===== config.mk =====
export PLATFORM = sky130hd
export DESIGN_NAME = apo_adc_port
export DESIGN_NICKNAME = d
export VERILOG_FILES = /design/src/apo_pkg.sv /design/src/apo_pipe.sv /design/src/apo_adc_port.sv
export SDC_FILE = /design/constraint.sdc
export NUM_CORES = 1
export LEC_CHECK = 0
export ABC_CLOCK_PERIOD_IN_PS = 2400
export BUFFER_PORTS_ARGS = -buffer_cell sky130_fd_sc_hd__buf_2
export CAP_MARGIN = 20
export CORE_ASPECT_RATIO = 0.7
export CORE_MARGIN = 8
export CORE_UTILIZATION = 57
export DETAILED_ROUTE_END_ITERATION = 7
export PLACE_DENSITY = 0.78
export SETUP_SLACK_MARGIN = 0.15
export SLEW_MARGIN = 25
export SYNTH_ARGS = -nofsm -noshare
export SYNTH_HDL_FRONTEND = slang
export SYNTH_HIERARCHICAL = 1
export SYNTH_SLANG_ARGS = --single-unit

===== constraint.sdc =====
create_clock -name aclk -period 2.4 [get_ports aclk]
set_input_delay 0.48 -clock aclk [delete_from_list [all_inputs] [get_ports aclk]]
set_output_delay 0.48 -clock aclk [all_outputs]
set_load 0.03 [all_outputs]

===== src/apo_pkg.sv =====
package apo_pkg;

   // Converter word and pipeline figures.
   localparam int CODE_W  = 14;
   localparam int LATENCY = 10;

   // Register map, byte addresses of 32-bit words.
   localparam int          ADDR_W         = 4;
   localparam logic [3:0]  ADDR_CTRL      = 4'h0;
   localparam logic [3:0]  ADDR_STATUS    = 4'h4;
   localparam logic [3:0]  ADDR_LAST_WORD = 4'h8;
   localparam logic [3:0]  ADDR_COUNT     = 4'hC;

   // Control register fields and value after reset (every control input reads low).
   localparam int          CTRL_SLEEP_BIT = 0;
   localparam int          CTRL_TWOS_BIT  = 1;
   localparam int          CTRL_HIZ_BIT   = 2;
   localparam int          CTRL_W         = 3;
   localparam logic [2:0]  CTRL_RESET     = 3'h0;

   // Status register fields.
   localparam int          STAT_VALID_BIT  = 0;
   localparam int          STAT_ASLEEP_BIT = 1;

   // Bus responses.
   localparam logic [1:0]  RESP_OKAY   = 2'h0;
   localparam logic [1:0]  RESP_SLVERR = 2'h2;

endpackage


===== src/apo_pipe.sv =====
// Latency chain: one stage per convert edge, flushed as a whole on power-down.
module apo_pipe
   import apo_pkg::*;
#(
   parameter int WIDTH = CODE_W,
   parameter int DEPTH = LATENCY
) (
   input  wire logic             aclk,
   input  wire logic             aresetn,
   input  wire logic             shift_en,
   input  wire logic             flush,
   input  wire logic [WIDTH-1:0] in_data,
   input  wire logic             in_valid,
   output logic      [WIDTH-1:0] out_data,
   output logic                  out_valid
);

   logic [WIDTH-1:0] data_q  [DEPTH];
   logic [WIDTH-1:0] src_d   [DEPTH];
   logic [DEPTH-1:0] src_v;
   logic [DEPTH-1:0] valid_q;

   // Stage sources: the input feeds stage 0, each stage feeds the next.
   assign src_d[0] = in_data;
   assign src_v[0] = in_valid;

   genvar g;
   for (g = 0; g < DEPTH; g++) begin : stage
      logic [WIDTH-1:0] next_data;
      logic             next_valid;

      // Stage 0 takes the input instead, so the links start one stage in, at stage 1.
      if (g > 0) begin : link
         assign src_d[g] = data_q[g-1];
         assign src_v[g] = valid_q[g-1];
      end

      // Data only moves on a convert edge; a flush drops every valid mark at once.
      always_comb begin
         next_data  = data_q[g];
         next_valid = valid_q[g];
         if (flush) begin
            next_valid = 1'b0;
         end else if (shift_en) begin
            next_data  = src_d[g];
            next_valid = src_v[g];
         end
      end

      always_ff @(posedge aclk) begin
         if (!aresetn) begin
            data_q[g]  <= '0;
            valid_q[g] <= 1'b0;
         end else begin
            data_q[g]  <= next_data;
            valid_q[g] <= next_valid;
         end
      end
   end

   assign out_data  = data_q[DEPTH-1];
   assign out_valid = valid_q[DEPTH-1];

endmodule


===== src/apo_adc_port.sv =====
// Notes on behaviour
// - A conversion starts only on each rising edge of the convert clock.
// - With two's complement off, output words use straight offset binary.
// - With two's complement selected, output words use binary two's complement.
// - Output-disable high floats the data outputs; low drives them.
// - Power-down high stops conversion; low means normal converting operation.
// - A data-valid strobe goes high while the output word holds a sample.
// - The first data pin carries the result MSB, bit 13.
// - The last data pin carries bit 0; pins between descend in order.
// - Control inputs left alone read as logic low.
// - A sample's word appears ten convert edges after the edge capturing it.
module apo_adc_port
   import apo_pkg::*;
(
   input  wire logic              aclk,
   input  wire logic              aresetn,
   // Convert clock pin and raw quantizer code, both from outside this domain.
   input  wire logic              conv_clk,
   input  wire logic [CODE_W-1:0] raw_code,
   // Parallel output: bit 13 is the MSB pin, bit 0 the LSB pin.
   output logic      [CODE_W-1:0] sample_word,
   output logic                   sample_oe_n,
   output logic                   sample_valid,
   // AXI4-Lite slave.
   input  wire logic [ADDR_W-1:0] s_axi_awaddr,
   input  wire logic              s_axi_awvalid,
   output logic                   s_axi_awready,
   input  wire logic [31:0]       s_axi_wdata,
   input  wire logic [3:0]        s_axi_wstrb,
   input  wire logic              s_axi_wvalid,
   output logic                   s_axi_wready,
   output logic      [1:0]        s_axi_bresp,
   output logic                   s_axi_bvalid,
   input  wire logic              s_axi_bready,
   input  wire logic [ADDR_W-1:0] s_axi_araddr,
   input  wire logic              s_axi_arvalid,
   output logic                   s_axi_arready,
   output logic      [31:0]       s_axi_rdata,
   output logic      [1:0]        s_axi_rresp,
   output logic                   s_axi_rvalid,
   input  wire logic              s_axi_rready
);

   // Decodes a word address to "this register exists".
   function automatic logic is_mapped(input logic [ADDR_W-1:0] a);
      return (a == ADDR_CTRL) || (a == ADDR_STATUS) || (a == ADDR_LAST_WORD) || (a == ADDR_COUNT);
   endfunction

   // ---------------- Pin synchronisers ----------------
   logic              clk_s1, clk_s2, clk_s3;
   logic [CODE_W-1:0] code_s1, code_s2;
   logic              conv_edge;

   // The first stage is read only by the second; the edge detector looks at stages two and three.
   always_ff @(posedge aclk) begin
      if (!aresetn) begin
         clk_s1  <= 1'b0;
         clk_s2  <= 1'b0;
         clk_s3  <= 1'b0;
         code_s1 <= '0;
         code_s2 <= '0;
      end else begin
         clk_s1  <= conv_clk;
         clk_s2  <= clk_s1;
         clk_s3  <= clk_s2;
         code_s1 <= raw_code;
         code_s2 <= code_s1;
      end
   end

   // Only a rising convert edge counts; the falling edge starts nothing.
   assign conv_edge = clk_s2 & ~clk_s3;

   // ---------------- Control register ----------------
   logic [CTRL_W-1:0] ctrl, next_ctrl;
   logic              sleep_req, twos_comp_sel, out_hiz;

   assign sleep_req     = ctrl[CTRL_SLEEP_BIT];
   assign twos_comp_sel = ctrl[CTRL_TWOS_BIT];
   assign out_hiz       = ctrl[CTRL_HIZ_BIT];

   // ---------------- Conversion pipeline ----------------
   logic [CODE_W-1:0] pipe_data;
   logic              pipe_valid;
   logic              capture;

   // While asleep no sample enters and the chain is emptied, so waking starts clean.
   assign capture = conv_edge & ~sleep_req;

   apo_pipe #(
      .WIDTH (CODE_W),
      .DEPTH (LATENCY)
   ) u_pipe (
      .aclk      (aclk),
      .aresetn   (aresetn),
      .shift_en  (capture),
      .flush     (sleep_req),
      .in_data   (code_s2),
      .in_valid  (1'b1),
      .out_data  (pipe_data),
      .out_valid (pipe_valid)
   );

   // ---------------- Output stage ----------------
   logic [CODE_W-1:0] next_word;
   logic              next_valid, next_oe_n;
   logic [31:0]       sample_count, next_count;

   // The word loads on the edge that pushes a sample out of the last stage.
   always_comb begin
      next_word  = sample_word;
      next_valid = sample_valid;
      next_oe_n  = out_hiz;
      next_count = sample_count;
      if (sleep_req) begin
         next_valid = 1'b0;
      end else if (capture) begin
         next_valid = pipe_valid;
         if (pipe_valid) begin
            next_count = sample_count + 32'h1;
            // Offset binary passes as is; two's complement only flips the MSB.
            next_word  = pipe_data;
            if (twos_comp_sel) begin
               next_word[CODE_W-1] = ~pipe_data[CODE_W-1];
            end
         end
      end
   end

   always_ff @(posedge aclk) begin
      if (!aresetn) begin
         sample_word  <= '0;
         sample_valid <= 1'b0;
         sample_oe_n  <= 1'b0;
         sample_count <= 32'h0;
      end else begin
         sample_word  <= next_word;
         sample_valid <= next_valid;
         sample_oe_n  <= next_oe_n;
         sample_count <= next_count;
      end
   end

   // ---------------- AXI4-Lite write ----------------
   logic              aw_held, w_held, next_aw_held, next_w_held;
   logic [ADDR_W-1:0] aw_addr, next_aw_addr;
   logic [31:0]       w_data, next_w_data;
   logic [3:0]        w_strb, next_w_strb;
   logic              next_bvalid;
   logic [1:0]        next_bresp;

   // Address and data are held separately so either may arrive first; the write lands once both are in.
   always_comb begin
      next_aw_held = aw_held;
      next_w_held  = w_held;
      next_aw_addr = aw_addr;
      next_w_data  = w_data;
      next_w_strb  = w_strb;
      next_bvalid  = s_axi_bvalid;
      next_bresp   = s_axi_bresp;
      next_ctrl    = ctrl;
      if (s_axi_awvalid && s_axi_awready) begin
         next_aw_held = 1'b1;
         next_aw_addr = s_axi_awaddr;
      end
      if (s_axi_wvalid && s_axi_wready) begin
         next_w_held = 1'b1;
         next_w_data = s_axi_wdata;
         next_w_strb = s_axi_wstrb;
      end
      if (s_axi_bvalid && s_axi_bready) begin
         next_bvalid = 1'b0;
      end
      if (aw_held && w_held && !s_axi_bvalid) begin
         next_aw_held = 1'b0;
         next_w_held  = 1'b0;
         next_bvalid  = 1'b1;
         next_bresp   = is_mapped(aw_addr) ? RESP_OKAY : RESP_SLVERR;
         if (aw_addr == ADDR_CTRL && w_strb[0]) begin
            next_ctrl = w_data[CTRL_W-1:0];
         end
      end
   end

   // Ready drops while a half is held, so a second write waits for the first response.
   always_ff @(posedge aclk) begin
      if (!aresetn) begin
         ctrl          <= CTRL_RESET;
         aw_held       <= 1'b0;
         w_held        <= 1'b0;
         aw_addr       <= '0;
         w_data        <= 32'h0;
         w_strb        <= 4'h0;
         s_axi_awready <= 1'b0;
         s_axi_wready  <= 1'b0;
         s_axi_bvalid  <= 1'b0;
         s_axi_bresp   <= RESP_OKAY;
      end else begin
         ctrl          <= next_ctrl;
         aw_held       <= next_aw_held;
         w_held        <= next_w_held;
         aw_addr       <= next_aw_addr;
         w_data        <= next_w_data;
         w_strb        <= next_w_strb;
         s_axi_awready <= ~next_aw_held & ~next_bvalid;
         s_axi_wready  <= ~next_w_held & ~next_bvalid;
         s_axi_bvalid  <= next_bvalid;
         s_axi_bresp   <= next_bresp;
      end
   end

   // ---------------- AXI4-Lite read ----------------
   logic [31:0] next_rdata;
   logic [1:0]  next_rresp;
   logic        next_rvalid;

   // Status shows the live strobe and the sleep state; unmapped reads return zero with an error.
   always_comb begin
      next_rdata  = s_axi_rdata;
      next_rresp  = s_axi_rresp;
      next_rvalid = s_axi_rvalid;
      if (s_axi_rvalid && s_axi_rready) begin
         next_rvalid = 1'b0;
      end
      if (s_axi_arvalid && s_axi_arready) begin
         next_rvalid = 1'b1;
         next_rresp  = is_mapped(s_axi_araddr) ? RESP_OKAY : RESP_SLVERR;
         next_rdata  = 32'h0;
         unique case (s_axi_araddr)
            ADDR_CTRL:      next_rdata[CTRL_W-1:0] = ctrl;
            ADDR_STATUS: begin
               next_rdata[STAT_VALID_BIT]  = sample_valid;
               next_rdata[STAT_ASLEEP_BIT] = sleep_req;
            end
            ADDR_LAST_WORD: next_rdata[CODE_W-1:0] = sample_word;
            ADDR_COUNT:     next_rdata = sample_count;
            default:        next_rdata = 32'h0;
         endcase
      end
   end

   always_ff @(posedge aclk) begin
      if (!aresetn) begin
         s_axi_arready <= 1'b0;
         s_axi_rvalid  <= 1'b0;
         s_axi_rdata   <= 32'h0;
         s_axi_rresp   <= RESP_OKAY;
      end else begin
         s_axi_arready <= ~next_rvalid;
         s_axi_rvalid  <= next_rvalid;
         s_axi_rdata   <= next_rdata;
         s_axi_rresp   <= next_rresp;
      end
   end

   // ---------------- Assertions ----------------
   localparam int WAKE_LAT = LATENCY + 1;
   logic [4:0] wake_edges;

   // Counts convert edges since the last wake, saturating; checks the latency only.
   always_ff @(posedge aclk) begin
      if (!aresetn || sleep_req) begin
         wake_edges <= 5'h0;
      end else if (conv_edge && wake_edges != 5'h1F) begin
         wake_edges <= wake_edges + 5'h1;
      end
   end
endmodule


# After elaboration in Yosys (flattened, before gate mapping)
# Memory sizes are Yosys's and may differ from the RTL's.
# Cells that the tools add are included.
dict set report classes {
  addsub 1
  eq_ne 6
  n_mux 47
  n_bitwise 22
  reduce_logical 20
}
# op count
set ops {}
lappend ops {{two-way mux 14 bit} 30}
lappend ops {{adder 32 x 1 -> 32 bit, second input constant} 1}
lappend ops {{case mux 11 bit (2 select lines)} 1}
lappend ops {{two-way mux 18 bit} 1}
lappend ops {{== test 4 bit, second input constant} 4}
lappend ops {{two-way mux 1 bit} 11}
lappend ops {{bitwise OR 1 bit} 10}
lappend ops {{== test 4 x 3 -> 1 bit, second input constant} 2}
lappend ops {{logical AND 1 bit} 8}
lappend ops {{logical NOT 4 bit} 2}
lappend ops {{inverter 1 bit} 8}
lappend ops {{case mux 2 bit (4 select lines)} 1}
lappend ops {{logical OR 1 bit} 6}
lappend ops {{bitwise AND 1 bit} 4}
lappend ops {{two-way mux 2 bit} 2}
lappend ops {{case mux 1 bit (3 select lines)} 1}
lappend ops {{AND reduction 3 bit} 1}
lappend ops {{AND reduction 2 bit} 1}
lappend ops {{OR reduction 2 bit} 1}
lappend ops {{logical NOT 1 bit} 1}
dict set report word_totals {
  ff_bits 143
  ramBits 140
  output_inout_bits 57
  word_cells 130
  memories 1
}
# name depth width read_ports rd_ports_with_merged_regs write_ports line_no
set mem_list {}
lappend mem_list {u_pipe.data_q 10 14 10 0 10 apo_pipe.sv:18} ;# logic [WIDTH-1:0] data_q [DEPTH];

# Depth between registers and ports, before layout
dict set report depth {
  ltp_word 6
  ltp_mapped 8
  ltp_nobuf 5
}

# Cells and area by module
# The synthesis kept the hierarchy.
# mod n_inst cells_each area_per_inst_um2
set modules_own_cells {}
lappend modules_own_cells {apo_pipe 1 501 5361.4}
lappend modules_own_cells {apo_adc_port 1 548 4926.0}

# Worst setup path before layout
# Ideal clock, no wire load.
dict set report synth_path {
  kind {register -> register}
  startpoint {reg ctrl[0]}
  endpoint {reg sample_count[27]}
  setup_time_ns 0.118
  arrival_ns 1.875
  required_time_ns 2.282
  setup_slack_ns 0.407
  path_stages_with_launch 6
  n_path_buf 1
  synth_period_minus_slack_ns 1.993
  path_cell_list {dfxtp_1 -> or3b_1 -> buf_6 -> or3_4 -> or4_4 -> mux2i_1}
}
dict set report synth_via {
  elab_chain_cells 3
}
# item line_no
set synth_rtl {}
lappend synth_rtl {{start, declared} apo_adc_port.sv:75} ;# logic [CTRL_W-1:0] ctrl, next_ctrl;
lappend synth_rtl {{start signal, assigned} apo_adc_port.sv:199} ;# ctrl <= next_ctrl;
lappend synth_rtl {{inverter 1 bit (no source line) *} n/a}
lappend synth_rtl {{bitwise AND 1 bit} apo_adc_port.sv:88} ;# assign capture = conv_edge & ~sleep_req;
lappend synth_rtl {{AND reduction 3 bit (no source line) *} n/a}
lappend synth_rtl {{end signal, assigned} apo_adc_port.sv:140} ;# sample_count <= next_count;
lappend synth_rtl {{end, declared} apo_adc_port.sv:107} ;# logic [31:0] sample_count, next_count;
# Mark *: on every way between the ends. The rest lies on a longest branch, timed or not.
# A chain may end at the register's enable or synchronous reset.

# Worst setup path in the final report
dict set report layout_path {
  startpoint {reg clk_s2}
  endpoint {reg sample_word[0]}
}
dict set report layout_via {
  elab_chain_cells 3
}
# item line_no
set layout_rtl {}
lappend layout_rtl {{start, declared} apo_adc_port.sv:50} ;# logic clk_s1, clk_s2, clk_s3;
lappend layout_rtl {{start signal, assigned} apo_adc_port.sv:64} ;# clk_s2 <= clk_s1;
lappend layout_rtl {{bitwise AND 1 bit} apo_adc_port.sv:72} ;# assign conv_edge = clk_s2 & ~clk_s3;
lappend layout_rtl {{bitwise AND 1 bit} apo_adc_port.sv:88}
lappend layout_rtl {{net capture} apo_adc_port.sv:85} ;# logic capture;
lappend layout_rtl {{AND reduction 3 bit (no source line)} n/a}
lappend layout_rtl {{end signal, assigned} apo_adc_port.sv:137} ;# sample_word <= next_word;
lappend layout_rtl {{end, declared} apo_adc_port.sv:21} ;# output logic [CODE_W-1:0] sample_word,
# The timed path passes the listed nets, and every way through them passes these cells.

==> impl_metrics.tcl <==
set metrics [dict create \
    synth_mux_area_frac 0.164 \
    wl_per_cell_um 14.7 \
    pwr-share-comb 0.042 \
    vias 7417 \
    viasPerCell 5.41 \
    met1_usage 0.247 \
    clkPwrFrac 0.464 \
    final_common_cell "dfxtp_1" \
    design.core.area_um2 17900 \
    synthesis.area_um2 10300 \
    tns_ps 0 \
    synth_fa_ha_area_frac 0.00122 \
    rsz0062_at_grt "false" \
    synth_top_family_by_area "simple AND/OR/NAND/NOR gates" \
    synth_seq_cells 281 \
    worst-setup-path-type "flip-flop to flip-flop" \
    synth-xor-area-share 0.00937 \
    fill_cells 1416 \
    max_slew_margin 0.504 \
    drcViolationCount 0 \
    worstPathArrival_ps 2510 \
    total_leakage_power_nw 5.31 \
    synth-seq-area-share 0.547 \
    io_buffers 88 \
    netlist.area_leader.share 0.547 \
    grt_pass1_vias 6805 \
    final_cell_area_um2 11900 \
    clkTransAtPathRegs_ps 70 \
    ff_latch_area_um2 5630 \
    nets 1184 \
    die_h_um 128 \
    drv_slew 0 \
    track_usage 0.173 \
    synthSimpleGateAreaFrac 0.192 \
    endpoint_kind "flip-flop" \
    hold_violations 0 \
    cp.required_ps 2790 \
    die-area_um2 22700 \
    drt_pre_antenna_iters 5 \
    drive_gt1_frac 0.142 \
    n_antenna_cell 0 \
    tightest_slew_ps 738 \
    initial_core_util 0.576 \
    die_w_um 177 \
    insertion_delay_ps 520 \
    grt_max_degree 77 \
    fin_total_pwr_mw 9.61 \
    grtUsageMet2 0.254 \
    seq_power_share 0.494 \
    syn_to_final_growth_pct 15.6 \
    fp-row-count 41 \
    setup-violations-final 0 \
    p_sw_mw 2.01 \
    cts-buffers-inserted 25 \
    swShare 0.209 \
    peakVddDrop_mv 0.565 \
    max-cap-violations 0 \
    grt.busiest_layer "met2" \
    drtAntennaViolNets 0 \
    htreeDepth 1 \
    ys_types 42 \
    grt_pass1_wl_mm 33.3 \
    multi_input_area_um2 4340 \
    place_hpwl_mm 13.1 \
    synth_top_area_cell "dfxtp_1" \
    hold_buffers 0 \
    start_kind "flip-flop" \
    place_congestion 0.847 \
    grt_overflow_total 0 \
    path_max_fanout 14 \
    antenna_found_initial 0 \
    period_share 0.882 \
    dpl_cell_area_um2 11000 \
    min_path_type "input port to flip-flop" \
    final_util 0.666 \
    first_iter_violations 614 \
    post_cts.repair.setup_buffers 0 \
    ys_warn_count 6 \
    use_met3 0.0486 \
    clockRootBuffer "clkbuf_16" \
    timing.final.crit_period_ps 2120 \
    syn_inst 1049 \
    cts-resized-gates 0 \
    io_pins 123 \
    most-common-layout-cells "dfxtp_1, nand2_1, mux2i_1" \
    cts.sinks 281 \
    status "complete, no violations" \
    cts_tree "built" \
    syn_avg_cell_area_um2 9.81 \
    synth.area.top_cells "dfxtp_1, mux2i_1, nand2_1" \
    synth_compound_area_frac 0.0486 \
    max_freq_ghz 0.473 \
    skew_ps 10.9 \
    internal_power_mw 7.60 \
    power_density_nw_per_um2 808 \
    cts_buffer_depth 3 \
    routed_wl_mm 20.2 \
]
layout make-up:
cell class	instances	share of cell area
Sequential cell	281	0.473
Inverter	4	0.00126
Tap cell	236	0.0248
Timing Repair Buffer	108	0.0586
Multi-Input combinational cell	697	0.365
Clock inverter	15	0.0219
Clock buffer	30	0.0559
per-stage QoR:
stage                     cells  hold WS (ps)  worst slack, ps
after floorplan            1050           412              407
after global placement     1326           414              336
after detailed placement   1326           420              307
after CTS                  1371           145              299
after global routing       1371           146              170
final                      1371           162              284
synth_stat cells (all sizes together):
cell      n
dfxtp   281
nand2   230
mux2i   162
a21oi    58
nor2     46
nand3    41
clkbuf   37
and2     35
buf      31
nor3     19
nand4    14
nand2b   12
a221oi   11
or4       9
or3       7
o21ai     6
o31ai     6
xor2      6
and3      5
xnor2     5
inv       4
a22oi     3
and4      3
nor4      3
conb      2
mux4      2
nand3b    2
nor4bb    2
a211oi    1
a22o      1
ha        1
mux2      1
nor3b     1
nor4b     1
or3b      1
sequential cells by signal, indices dropped and copies added, names as in the netlist, 3 cells and up:
name	flops
aw_addr	4
code_s1	14
code_s2	14
ctrl	3
s_axi_rdata	32
sample_count	32
sample_word	14
u_pipe/data_q	140
u_pipe/src_v	9
w_data	3
kinds of logic after synthesis:
family,Yosys count
other cells,2
compound gates,86
xor+xnor,11
flops,281
simple gates,431
fa+ha+maj,1
buf+inv,72
mux,165
worst paths after layout:
check	startpoint	to	slack, ps	cells past startpoint
setup / recovery	clk_s2$_SDFF_PN0_	sample_word[0]$_SDFFE_PN0P_	280	6
hold / removal	raw_code[9]	code_s1[9]$_SDFF_PN0_	160	2
setup reg to reg	clk_s2$_SDFF_PN0_	sample_word[0]$_SDFFE_PN0P_	280	6
hold reg to reg	code_s1[3]$_SDFF_PN0_	code_s2[3]$_SDFF_PN0_	430	1
power groups by stage:
| stage | sequential, mW | combinational, mW | clock [mW] |
|---|---|---|---|
| 2_1_floorplan | 4.88 | 0.259 | 0 |
| 3_3_place_gp | 4.85 | 0.398 | 0 |
| 3_5_place_dp | 4.85 | 0.401 | 0 |
| 4_1_cts | 4.74 | 0.405 | 4.53 |
| 5_1_grt | 4.75 | 0.439 | 4.76 |
| 6_report | 4.74 | 0.404 | 4.46 |
layer usage:
metal	part of all wire	vias to the layer above
li1	-	3730
met1	0.49	3482
met2	0.43	176
met3	0.069	29
met4	0.014	0
met5	0	-
worst max-delay path: stages (launching register included):
cell and delay [ps]:
dfxtp_1 340, or3b_1 510, inv_2 210, buf_4 250, nand2_1 370, nand2_1 220
a21oi_1 90
No activity file was read; power rests on OpenSTA's default activity.
